**src/hdl/art_pkg.sv**
```systemverilog
/*
  art_pkg: register map, field positions, reset values and the bus
  handshake states of the auto-reload pulse/capture timer.
  Assumes 32-bit APB data with one aligned word per 8-bit register.
*/
package art_pkg;
  // ==========================================================
  // register byte addresses
  localparam logic [7:0] OFF_CTRL = 8'h00;
  localparam logic [7:0] OFF_COUNT = 8'h04;
  localparam logic [7:0] OFF_RELOAD = 8'h08;
  localparam logic [7:0] OFF_PULSE = 8'h0C;
  localparam logic [7:0] OFF_DUTY0 = 8'h10;
  localparam logic [7:0] OFF_DUTY1 = 8'h14;
  localparam logic [7:0] OFF_DUTY2 = 8'h18;
  localparam logic [7:0] OFF_DUTY3 = 8'h1C;
  localparam logic [7:0] OFF_CAPCS = 8'h20;
  localparam logic [7:0] OFF_CAP1 = 8'h24;
  localparam logic [7:0] OFF_CAP2 = 8'h28;
  // ==========================================================
  // field positions
  localparam int CTRL_EXT = 7;
  localparam int CTRL_DIV_HI = 6;
  localparam int CTRL_DIV_LO = 4;
  localparam int CTRL_RUN = 3;
  localparam int CTRL_FRL = 2;
  localparam int CTRL_WIE = 1;
  localparam int CTRL_WF = 0;
  localparam int PULSE_OE_LO = 4;
  localparam int CAP_EDGE_LO = 4;
  localparam int CAP_IE_LO = 2;
  localparam int CAP_FLAG_LO = 0;
  // ==========================================================
  // sizes and values
  localparam int NCH = 4;
  localparam int NCAP = 2;
  localparam logic [7:0] COUNT_MAX = 8'hFF;
  localparam logic [7:0] RST8 = 8'h00;
  localparam logic [6:0] PRESC_RST = 7'h00;
  // ==========================================================
  // apb handshake states
  typedef enum logic [1:0] {
    APB_IDLE = 2'b01,
    APB_DONE = 2'b10
  } apb_state_t;
endpackage : art_pkg

```
**src/hdl/auto_reload_pwm_capture_timer.sv**
```systemverilog
/*
  auto_reload_pwm_capture_timer: 8-bit auto-reload counter with 7-bit
  prescaler, four pulse outputs, two capture channels, APB slave.
  Assumes pins are asynchronous to pclk and the master follows APB.
  // Contract
  // (RULE_01) software stops counter before halt
  // (RULE_02) capture edge copies counter, sets flag
  // (RULE_03) no new capture until register read
  // (RULE_04) capture irq follows flag and enable
  // (RULE_05) edge select bits 5:4, 1 rising
  // (RULE_06) capture irq enables bits 3:2
  // (RULE_07) enabled capture edge wakes from halt
  // (RULE_08) bit 7 selects cpu or external clock
  // (RULE_09) bits 6:4 divide by power of two
  // (RULE_10) run bit freezes prescaler and counter
  // (RULE_11) force reload write-only, loads reload value
  // (RULE_12) wrap irq enable gates wrap irq
  // (RULE_13) wrap flag set at FFh, read clears
  // (RULE_14) counter access reads live, writes counter
  // (RULE_15) overflow reloads counter, switches pulse levels
  // (RULE_16) output enable bits 7:4 per channel
  // (RULE_17) polarity bits 3:0 set output levels
  // (RULE_18) polarity change inverts output at once
  // (RULE_19) duty register sets second edge
  // (RULE_20) capture status bits 7:6 read zero
  // (RULE_21) capture flag cleared by capture read
  // (RULE_22) compare reloaded from duty at overflow
  // (RULE_23) reset clears counter, prescaler, cpu clock
  // (RULE_24) counter increments per prescaler tick
  // (RULE_25) counter write or reload clears prescaler
  // (RULE_26) pins synchronised, edges detected on pclk
*/
`timescale 1ns/100ps
module auto_reload_pwm_capture_timer (
  input wire logic pclk, // bus and timer clock
  input wire logic presetn, // async reset, active low
  input wire logic clk_en, // freezes all state while low
  input wire logic psel, // apb select
  input wire logic penable, // apb access phase
  input wire logic pwrite, // apb direction
  input wire logic [7:0] paddr, // apb byte address
  input wire logic [31:0] pwdata, // apb write data
  output logic [31:0] prdata, // apb read data
  output logic pready, // apb ready
  output logic pslverr, // apb error, unmapped address
  input wire logic ext_clk_pin, // external counting clock
  input wire logic [1:0] capture_pin, // capture inputs, [0] is channel 1
  input wire logic halt_mode, // device sits in halt
  output logic [3:0] pulse_output_pin, // pulse levels
  output logic [3:0] pulse_oe_n, // pin driven while low
  output logic wrap_irq, // overflow interrupt request
  output logic [1:0] capture_irq, // capture interrupt requests
  output logic wake_req // one-cycle wake request from halt
);
  // ==========================================================
  // state
  art_pkg::apb_state_t state_q;
  logic pready_q, pslverr_q;
  logic [31:0] prdata_q;
  logic ext_sel_q, count_run_q, wrap_irq_enable_q, wrap_flag_q;
  logic [2:0] divider_select_q;
  logic [7:0] count_q, reload_q, pulse_ctrl_q;
  logic [6:0] presc_q;
  logic [7:0] duty_q [art_pkg::NCH];
  logic [7:0] cmp_q [art_pkg::NCH];
  logic [1:0] edge_sel_q, cap_ie_q, cap_flag_q;
  logic [7:0] cap_val_q [art_pkg::NCAP];
  logic [2:0] s1_q, s2_q, s3_q, lvl_q; // [2] ext clock, [1:0] capture
  logic [3:0] pulse_q, oe_n_q;
  logic wrap_irq_q, wake_q;
  logic [1:0] cap_irq_q;

  // tap mask: all prescaler bits below tap n set
  function automatic logic [6:0] tap_mask(input logic [2:0] n);
    tap_mask = 7'((8'h01 << n) - 8'h01);
  endfunction : tap_mask

  // ==========================================================
  // bus strobes
  logic take, done, rd_take, wr_done;
  logic cnt_wr, frl_wr, ctrl_wr;
  logic [7:0] rd_mux;
  logic hit;
  logic [1:0] cap_rd;
  assign take = clk_en & psel & penable & (state_q == art_pkg::APB_IDLE);
  assign done = clk_en & psel & penable & (state_q == art_pkg::APB_DONE);
  assign rd_take = take & ~pwrite;
  assign wr_done = done & pwrite;
  assign ctrl_wr = wr_done & (paddr == art_pkg::OFF_CTRL);
  assign cnt_wr = wr_done & (paddr == art_pkg::OFF_COUNT);
  assign frl_wr = ctrl_wr & pwdata[art_pkg::CTRL_FRL];
  // clear-on-read acts when data is latched so nothing set later is lost
  assign cap_rd[0] = rd_take & (paddr == art_pkg::OFF_CAP1); // RULE_21
  assign cap_rd[1] = rd_take & (paddr == art_pkg::OFF_CAP2); // RULE_21

  // read mux and address decode
  always_comb begin
    rd_mux = art_pkg::RST8;
    hit = 1'b1;
    case (paddr)
      art_pkg::OFF_CTRL: rd_mux = {ext_sel_q, divider_select_q, count_run_q, 1'b0,
                                   wrap_irq_enable_q, wrap_flag_q}; // RULE_11
      art_pkg::OFF_COUNT: rd_mux = count_q; // RULE_14
      art_pkg::OFF_RELOAD: rd_mux = reload_q;
      art_pkg::OFF_PULSE: rd_mux = pulse_ctrl_q;
      art_pkg::OFF_DUTY0: rd_mux = duty_q[0];
      art_pkg::OFF_DUTY1: rd_mux = duty_q[1];
      art_pkg::OFF_DUTY2: rd_mux = duty_q[2];
      art_pkg::OFF_DUTY3: rd_mux = duty_q[3];
      art_pkg::OFF_CAPCS: rd_mux = {2'b00, edge_sel_q, cap_ie_q, cap_flag_q}; // RULE_20
      art_pkg::OFF_CAP1: rd_mux = cap_val_q[0];
      art_pkg::OFF_CAP2: rd_mux = cap_val_q[1];
      default: hit = 1'b0;
    endcase
  end

  // apb handshake: one wait state, data latched in the first access cycle
  always_ff @(posedge pclk or negedge presetn) begin
    if (!presetn) begin
      state_q <= art_pkg::APB_IDLE;
      pready_q <= 1'b0;
      pslverr_q <= 1'b0;
      prdata_q <= 32'h00000000;
    end else if (clk_en) begin
      case (state_q)
        art_pkg::APB_IDLE: begin
          if (psel && penable) begin
            state_q <= art_pkg::APB_DONE;
            pready_q <= 1'b1;
            pslverr_q <= ~hit;
            prdata_q <= pwrite ? 32'h00000000 : 32'(rd_mux);
          end
        end
        art_pkg::APB_DONE: begin
          state_q <= art_pkg::APB_IDLE;
          pready_q <= 1'b0;
          pslverr_q <= 1'b0;
        end
        default: begin
          state_q <= art_pkg::APB_IDLE;
          pready_q <= 1'b0;
        end
      endcase
    end
  end

  // ==========================================================
  // pin synchronisers: three stages, a change counts when 2 and 3 agree
  logic [2:0] stable_chg;
  assign stable_chg = ~(s2_q ^ s3_q) & (s2_q ^ lvl_q); // RULE_26
  always_ff @(posedge pclk or negedge presetn) begin
    if (!presetn) begin
      s1_q <= 3'h0;
      s2_q <= 3'h0;
      s3_q <= 3'h0;
      lvl_q <= 3'h0;
    end else if (clk_en) begin
      s1_q <= {ext_clk_pin, capture_pin}; // RULE_26
      s2_q <= s1_q;
      s3_q <= s2_q;
      lvl_q <= lvl_q ^ stable_chg;
    end
  end

  // ==========================================================
  // prescaler and counter ticks
  logic in_tick, cnt_tick, wrap_evt;
  logic [1:0] cap_evt, cap_go;
  assign in_tick = clk_en & count_run_q &
                   (ext_sel_q ? (stable_chg[2] & s2_q[2]) : 1'b1); // RULE_08 RULE_10
  // a counter tick is the carry into the selected tap
  assign cnt_tick = in_tick &
    ((presc_q & tap_mask(divider_select_q)) == tap_mask(divider_select_q)); // RULE_09
  assign wrap_evt = cnt_tick & (count_q == art_pkg::COUNT_MAX) & ~cnt_wr & ~frl_wr;
  // selected edge on each capture input
  assign cap_evt = {2{clk_en}} & stable_chg[1:0] & ~(s2_q[1:0] ^ edge_sel_q); // RULE_05
  // a pending flag blocks the copy unless it is being read now
  assign cap_go = cap_evt & (~cap_flag_q | cap_rd); // RULE_03

  // prescaler: counter write and forced reload restart it
  always_ff @(posedge pclk or negedge presetn) begin
    if (!presetn) begin
      presc_q <= art_pkg::PRESC_RST; // RULE_23
    end else if (cnt_wr || frl_wr) begin
      presc_q <= art_pkg::PRESC_RST; // RULE_25
    end else if (in_tick) begin
      presc_q <= presc_q + 7'h01;
    end
  end

  // counter: bus write beats forced reload beats counting
  always_ff @(posedge pclk or negedge presetn) begin
    if (!presetn) begin
      count_q <= art_pkg::RST8; // RULE_23
    end else if (cnt_wr) begin
      count_q <= pwdata[7:0]; // RULE_14
    end else if (frl_wr) begin
      count_q <= reload_q; // RULE_11
    end else if (wrap_evt) begin
      count_q <= reload_q; // RULE_15
    end else if (cnt_tick) begin
      count_q <= count_q + 8'h01; // RULE_24
    end
  end

  // ==========================================================
  // control register; force reload is a strobe and is never stored
  always_ff @(posedge pclk or negedge presetn) begin
    if (!presetn) begin
      ext_sel_q <= 1'b0; // RULE_23
      divider_select_q <= 3'h0;
      count_run_q <= 1'b0;
      wrap_irq_enable_q <= 1'b0;
    end else if (ctrl_wr) begin
      ext_sel_q <= pwdata[art_pkg::CTRL_EXT]; // RULE_08
      divider_select_q <= pwdata[art_pkg::CTRL_DIV_HI:art_pkg::CTRL_DIV_LO]; // RULE_09
      count_run_q <= pwdata[art_pkg::CTRL_RUN]; // RULE_10
      wrap_irq_enable_q <= pwdata[art_pkg::CTRL_WIE]; // RULE_12
    end
  end

  // wrap flag: set wins over the clear by reading the control register
  always_ff @(posedge pclk or negedge presetn) begin
    if (!presetn) begin
      wrap_flag_q <= 1'b0;
    end else if (wrap_evt) begin
      wrap_flag_q <= 1'b1; // RULE_13
    end else if (rd_take && paddr == art_pkg::OFF_CTRL) begin
      wrap_flag_q <= 1'b0; // RULE_13
    end
  end

  // reload, pulse control and duty registers
  always_ff @(posedge pclk or negedge presetn) begin
    if (!presetn) begin
      reload_q <= art_pkg::RST8;
      pulse_ctrl_q <= art_pkg::RST8;
      for (int i = 0; i < art_pkg::NCH; i++) begin
        duty_q[i] <= art_pkg::RST8;
      end
    end else if (wr_done) begin
      if (paddr == art_pkg::OFF_RELOAD) reload_q <= pwdata[7:0];
      if (paddr == art_pkg::OFF_PULSE) pulse_ctrl_q <= pwdata[7:0];
      if (paddr == art_pkg::OFF_DUTY0) duty_q[0] <= pwdata[7:0]; // RULE_19
      if (paddr == art_pkg::OFF_DUTY1) duty_q[1] <= pwdata[7:0];
      if (paddr == art_pkg::OFF_DUTY2) duty_q[2] <= pwdata[7:0];
      if (paddr == art_pkg::OFF_DUTY3) duty_q[3] <= pwdata[7:0];
    end
  end

  // hidden compare values follow duty only at overflow, so no glitches
  always_ff @(posedge pclk or negedge presetn) begin
    if (!presetn) begin
      for (int i = 0; i < art_pkg::NCH; i++) begin
        cmp_q[i] <= art_pkg::RST8;
      end
    end else if (wrap_evt) begin
      for (int i = 0; i < art_pkg::NCH; i++) begin
        cmp_q[i] <= duty_q[i]; // RULE_22
      end
    end
  end

  // ==========================================================
  // pulse outputs: level from the buffered compare cmp_q, polarity applied directly
  // so a polarity write flips the pin on the next edge
  always_ff @(posedge pclk or negedge presetn) begin
    if (!presetn) begin
      pulse_q <= 4'h0;
      oe_n_q <= 4'hF;
    end else if (clk_en) begin
      for (int i = 0; i < art_pkg::NCH; i++) begin
        pulse_q[i] <= (count_q <= cmp_q[i]) ^ pulse_ctrl_q[i]; // RULE_15 RULE_17 RULE_18
        oe_n_q[i] <= ~pulse_ctrl_q[art_pkg::PULSE_OE_LO + i]; // RULE_16
      end
    end
  end

  // ==========================================================
  // capture control, flags and values
  always_ff @(posedge pclk or negedge presetn) begin
    if (!presetn) begin
      edge_sel_q <= 2'h0;
      cap_ie_q <= 2'h0;
    end else if (wr_done && paddr == art_pkg::OFF_CAPCS) begin
      edge_sel_q <= pwdata[art_pkg::CAP_EDGE_LO +: art_pkg::NCAP]; // RULE_05
      cap_ie_q <= pwdata[art_pkg::CAP_IE_LO +: art_pkg::NCAP]; // RULE_06
    end
  end

  // flags: a capture in the read cycle wins and the flag stays set
  always_ff @(posedge pclk or negedge presetn) begin
    if (!presetn) begin
      cap_flag_q <= 2'h0;
      for (int i = 0; i < art_pkg::NCAP; i++) begin
        cap_val_q[i] <= art_pkg::RST8;
      end
    end else begin
      cap_flag_q <= cap_go | (cap_flag_q & ~cap_rd); // RULE_02 RULE_21
      for (int i = 0; i < art_pkg::NCAP; i++) begin
        if (cap_go[i]) cap_val_q[i] <= count_q; // RULE_02
      end
    end
  end

  // ==========================================================
  // requests; interrupts lag their flags by one cycle
  always_ff @(posedge pclk or negedge presetn) begin
    if (!presetn) begin
      wrap_irq_q <= 1'b0;
      cap_irq_q <= 2'h0;
      wake_q <= 1'b0;
    end else if (clk_en) begin
      wrap_irq_q <= wrap_flag_q & wrap_irq_enable_q; // RULE_12
      cap_irq_q <= cap_flag_q & cap_ie_q; // RULE_04
      wake_q <= halt_mode & |(cap_evt & cap_ie_q); // RULE_07
    end
  end

  assign prdata = prdata_q;
  assign pready = pready_q;
  assign pslverr = pslverr_q;
  assign pulse_output_pin = pulse_q;
  assign pulse_oe_n = oe_n_q;
  assign wrap_irq = wrap_irq_q;
  assign capture_irq = cap_irq_q;
  assign wake_req = wake_q;
endmodule : auto_reload_pwm_capture_timer

```
**config.mk**
```make
export PLATFORM = sky130hd
export DESIGN_NAME = auto_reload_pwm_capture_timer
export DESIGN_NICKNAME = d
export VERILOG_FILES = /design/src/hdl/art_pkg.sv /design/src/hdl/auto_reload_pwm_capture_timer.sv
export SDC_FILE = /design/constraint.sdc
export NUM_CORES = 1
export LEC_CHECK = 0
export ABC_CLOCK_PERIOD_IN_PS = 3150
export BUFFER_PORTS_ARGS = -buffer_cell sky130_fd_sc_hd__buf_4
export CORE_MARGIN = 2
export CORE_UTILIZATION = 49
export CTS_BUF_LIST = sky130_fd_sc_hd__clkbuf_16
export CTS_CLUSTER_DIAMETER = 150
export CTS_CLUSTER_SIZE = 24
export DETAILED_ROUTE_END_ITERATION = 12
export GPL_TIMING_DRIVEN = 0
export HOLD_SLACK_MARGIN = 0.08
export PLACE_DENSITY = 0.69
export SLEW_MARGIN = 25
export SYNTH_ARGS = -nofsm -noshare
export SYNTH_HDL_FRONTEND = slang
export SYNTH_SLANG_ARGS = --single-unit
```
**constraint.sdc**
```tcl
create_clock -name pclk -period 3.15 [get_ports pclk]
set_clock_uncertainty 0.2 [all_clocks]
set_input_delay 0.1575 -clock pclk [delete_from_list [all_inputs] [get_ports pclk]]
set_output_delay 0.1575 -clock pclk [all_outputs]
set_load 0.01 [all_outputs]
```
==> out/metrics.yaml <==
outcome:
  status: "completed"
die:
  core_area_um2: 17200
  num_rows: 48
  io_pins: 96
  die_w_um: 137
  start_util_pct: 50.0
  dieArea_um2: 18700
  dieHeight_um: 137
worst_setup_path:
  end_kind: "flop"
  r2r_cells: 7
  worstSetupPathType: "input port to flop"
  cp_slowest_cell: "nor4_4"
  startpoint_type: "input port"
  r2r-end: "cmp_q[19]"
  path_cells: "dlygate4sd3_1 -> buf_6 -> nor4_4 -> nand3_2 -> nor4_4 -> inv_2 -> nand3_2 -> buf_6 -> mux2_1"
  worstPathArrival_ns: 2.95
  crit_fanout: 10
  critical_path.max_stage_delay_ns: 0.57
  r2r_start: "count_q[2]"
  worstPathRequired_ns: 3.26
  r2r_slack_ns: 0.34
flow_run:
  max-cap-violations: 0
placed_design:
  gp_congestion: 1.01
  dpl_cell_area_um2: 9380
  dp_hpwl_mm: 17.3
  port_buffers: 45
clock_tree:
  cts_buffer_depth: 2
  htree_levels: 4
  clock_sinks: 159
  cts_buffers: 17
  cts_tree: "done"
  root_buffer: "clkbuf_16"
  clock_latency_ns: 0.43
  clk_pin_slew_ns: 0.06
global_route:
  gr-max-usage-layer: "met2"
  grt_pass1_wl_mm: 37.6
  grt_util_all_layers_pct: 27.5
  grt_pass1_vias: 6350
  use_met2_pct: 42.7
  grt-ovfl-total: 0
  grt_antenna_before_repair: 0
  grt_max_degree: 63
  met1_usage_pct: 39.7
  grt_util_met3_pct: 4.07
synthesis:
  synth_area_per_cell_um2: 11.1
  ys_ff_latch: 159
  synth_top_area_cell: "dfrtp_1"
  synth.area.top_cells: "dfrtp_1 (45%), mux2_2 (11%), ha_1 (4.9%)"
  synth_ff_type: "dfrtp_1"
  syn_area_um2: 8610
  synth_top_area_share_pct: 44.7
  yosys_warnings: 0
  synth.distinct_cells: 77
  syn_inst: 773
  synth_edf_count: 0
  ys_seq_area_share_pct: 46.3
  async_reset_ff_share_pct: 100
layout:
  drive_gt1_share_pct: 25.7
  areaGrowthSynthToFinish_pct: 18.5
  finalNetCount: 969
  stdcell_area_um2: 10200
  diodes: 0
timing:
  slew_viol_final: 0
  maxSlewHeadroom_pct: 30.2
  rsz0062_at_grt: "no"
  worstMarginPinSlew_ns: 1.05
  final-hold-violation-count: 0
  clock.fmax_mhz: 352
  fin_crit_ns: 2.84
  fin_crit_sh_pct: 90.2
  whs_ns: 0.120
  tns_ns: 0
  setup_violations: 0
route:
  drt_iter0_markers: 615
  dr_total_vias: 6568
  drt_first_pass_iters: 6
  totalWireLength_mm: 24.2
  wl_per_cell_um: 21.6
  route.detailed.drc: 0
  ant_nets: 0
  viasPerCell: 5.85
power:
  p_per_area_nw_per_um2: 449
  finalPower_mw: 4.58
  vdd_ir_drop_max_v: 0.000364
  leakagePower_nw: 4.82
worst_hold_path:
  whs_endpoint: "presc_q[2]"
  hold_path.class: "input port to flop"
  holdPathStages: 5
  hp-start: "paddr[4]"
-- critical path: cells and delay by family --
family	cells	cell delay, ns
simple gates	4	1.43
buf+inv	4	1.01
mux	1	0.33
-- area by class of cell --
cell class / count / area, µm²
fillers: 1467 / 7030
multi-input cells: 542 / 4230
flip-flops and latches: 159 / 3990
repair buffers: 70 / 641
clock buffers: 17 / 425
plain buffers: 51 / 333
well taps: 225 / 282
inverters: 44 / 165
clock inverters: 15 / 148
-- cell usage after synthesis, drive strengths merged (6+ instances only) --
library cell  number
a31oi              7
a21oi             35
o21ai             36
mux2i             11
dfrtp            154
clkbuf            10
nor4               6
nand3             28
nor3               9
a21o               7
a22oi             20
o22ai              9
nand2             47
xor2              10
and3               7
mux2             117
buf               41
nand4             10
inv               44
ha                34
nor2              40
nand2b            10
-- power by group --
| part | switching (mW) | total [mW] | internal (mW) |
|---|---|---|---|
| Clock | 0.856 | 2.02 | 1.16 |
| Sequential | 0.0636 | 2.19 | 2.12 |
| Combinational | 0.206 | 0.375 | 0.169 |
| Total | 1.13 | 4.58 | 3.45 |
-- layout by cell type (no fill, tap or decap), drive strengths merged, types with 4 or more instances in the layout --
cell type	n
a22o	4
buf	89
nand3	28
inv	50
nor4	6
a21boi	4
nor2	40
o21ai	36
dlygate4sd3	22
dfstp	5
xor2	10
o22ai	9
nor3	9
conb	24
a21oi	35
ha	34
nand4	10
clkinv	4
nand2	47
a31oi	7
nor2b	5
nand3b	4
a22oi	20
nand2b	10
dfrtp	154
clkbuf	27
a211oi	4
and3	7
a21o	7
mux2i	11
xnor2	4
mux2	117
-- registers in the layout, indices dropped and copies added (netlist names), 2 cells and up, named ones only --
signal and count:
cap_flag_q 2, cap_ie_q 2, cap_val_q 16, capture_irq 2, cmp_q 32, count_q 8
divider_select_q 3, duty_q 32, edge_sel_q 2, prdata 8, presc_q 7, pulse_ctrl_q 8
pulse_oe_n 4, pulse_output_pin 4, reload_q 8, s1_q 3, s2_q 3, s3_q 3
state_q 2
-- cell families after synthesis --
group / synth area share (%)
AND/OR/NAND/NOR: 12.4
flip-flops: 46.3
AO/OA/AOI/OAI: 11.8
multiplexers: 17.4
buffers and inverters: 5.78
adder cells (fa/ha/maj): 4.94
XOR/XNOR: 1.42
other: 0.0435
-- how the worst max path moves through the flow --
stage / startpoint / end / cells past startpoint
after floorplan: count_q[2] / cmp_q[0] / 7
after global placement: count_q[1] / cmp_q[18] / 6
after detailed placement: count_q[1] / cmp_q[20] / 6
after CTS: count_q[1] / cmp_q[14] / 6
after global routing: count_q[1] / cmp_q[27] / 6
final: paddr[5] / cmp_q[19] / 9
-- per-stage QoR --
| stage | cells | util, % | worst slack (ns) |
|---|---|---|---|
| 2_1_floorplan | 796 | - | 0.940 |
| 3_3_place_gp | 1066 | 54.1 | 0.135 |
| 3_5_place_dp | 1068 | 54.4 | 0.131 |
| 4_1_cts | 1123 | 59.2 | 0.128 |
| 5_1_grt | 1123 | 59.2 | 0.185 |
| 6_report | 1123 | 59.2 | 0.310 |
-- layer usage --
| metal | wire (µm) | up-vias |
|---|---|---|
| li1 | - | 3001 |
| met1 | 11200 | 3270 |
| met2 | 11100 | 250 |
| met3 | 1390 | 47 |
| met4 | 588 | 0 |
| met5 | 0 | - |
-- timing repair --
| item | CTS | global route |
|---|---|---|
| hold buffers | 23 | 0 |
| setup buffers | 0 | 0 |
| endpoints found under the setup margin | 0 | 29 |
| gates resized for setup | 0 | 1 |
| hold endpoints to repair | 170 | 0 |
(Power assumes the default switching activity.)
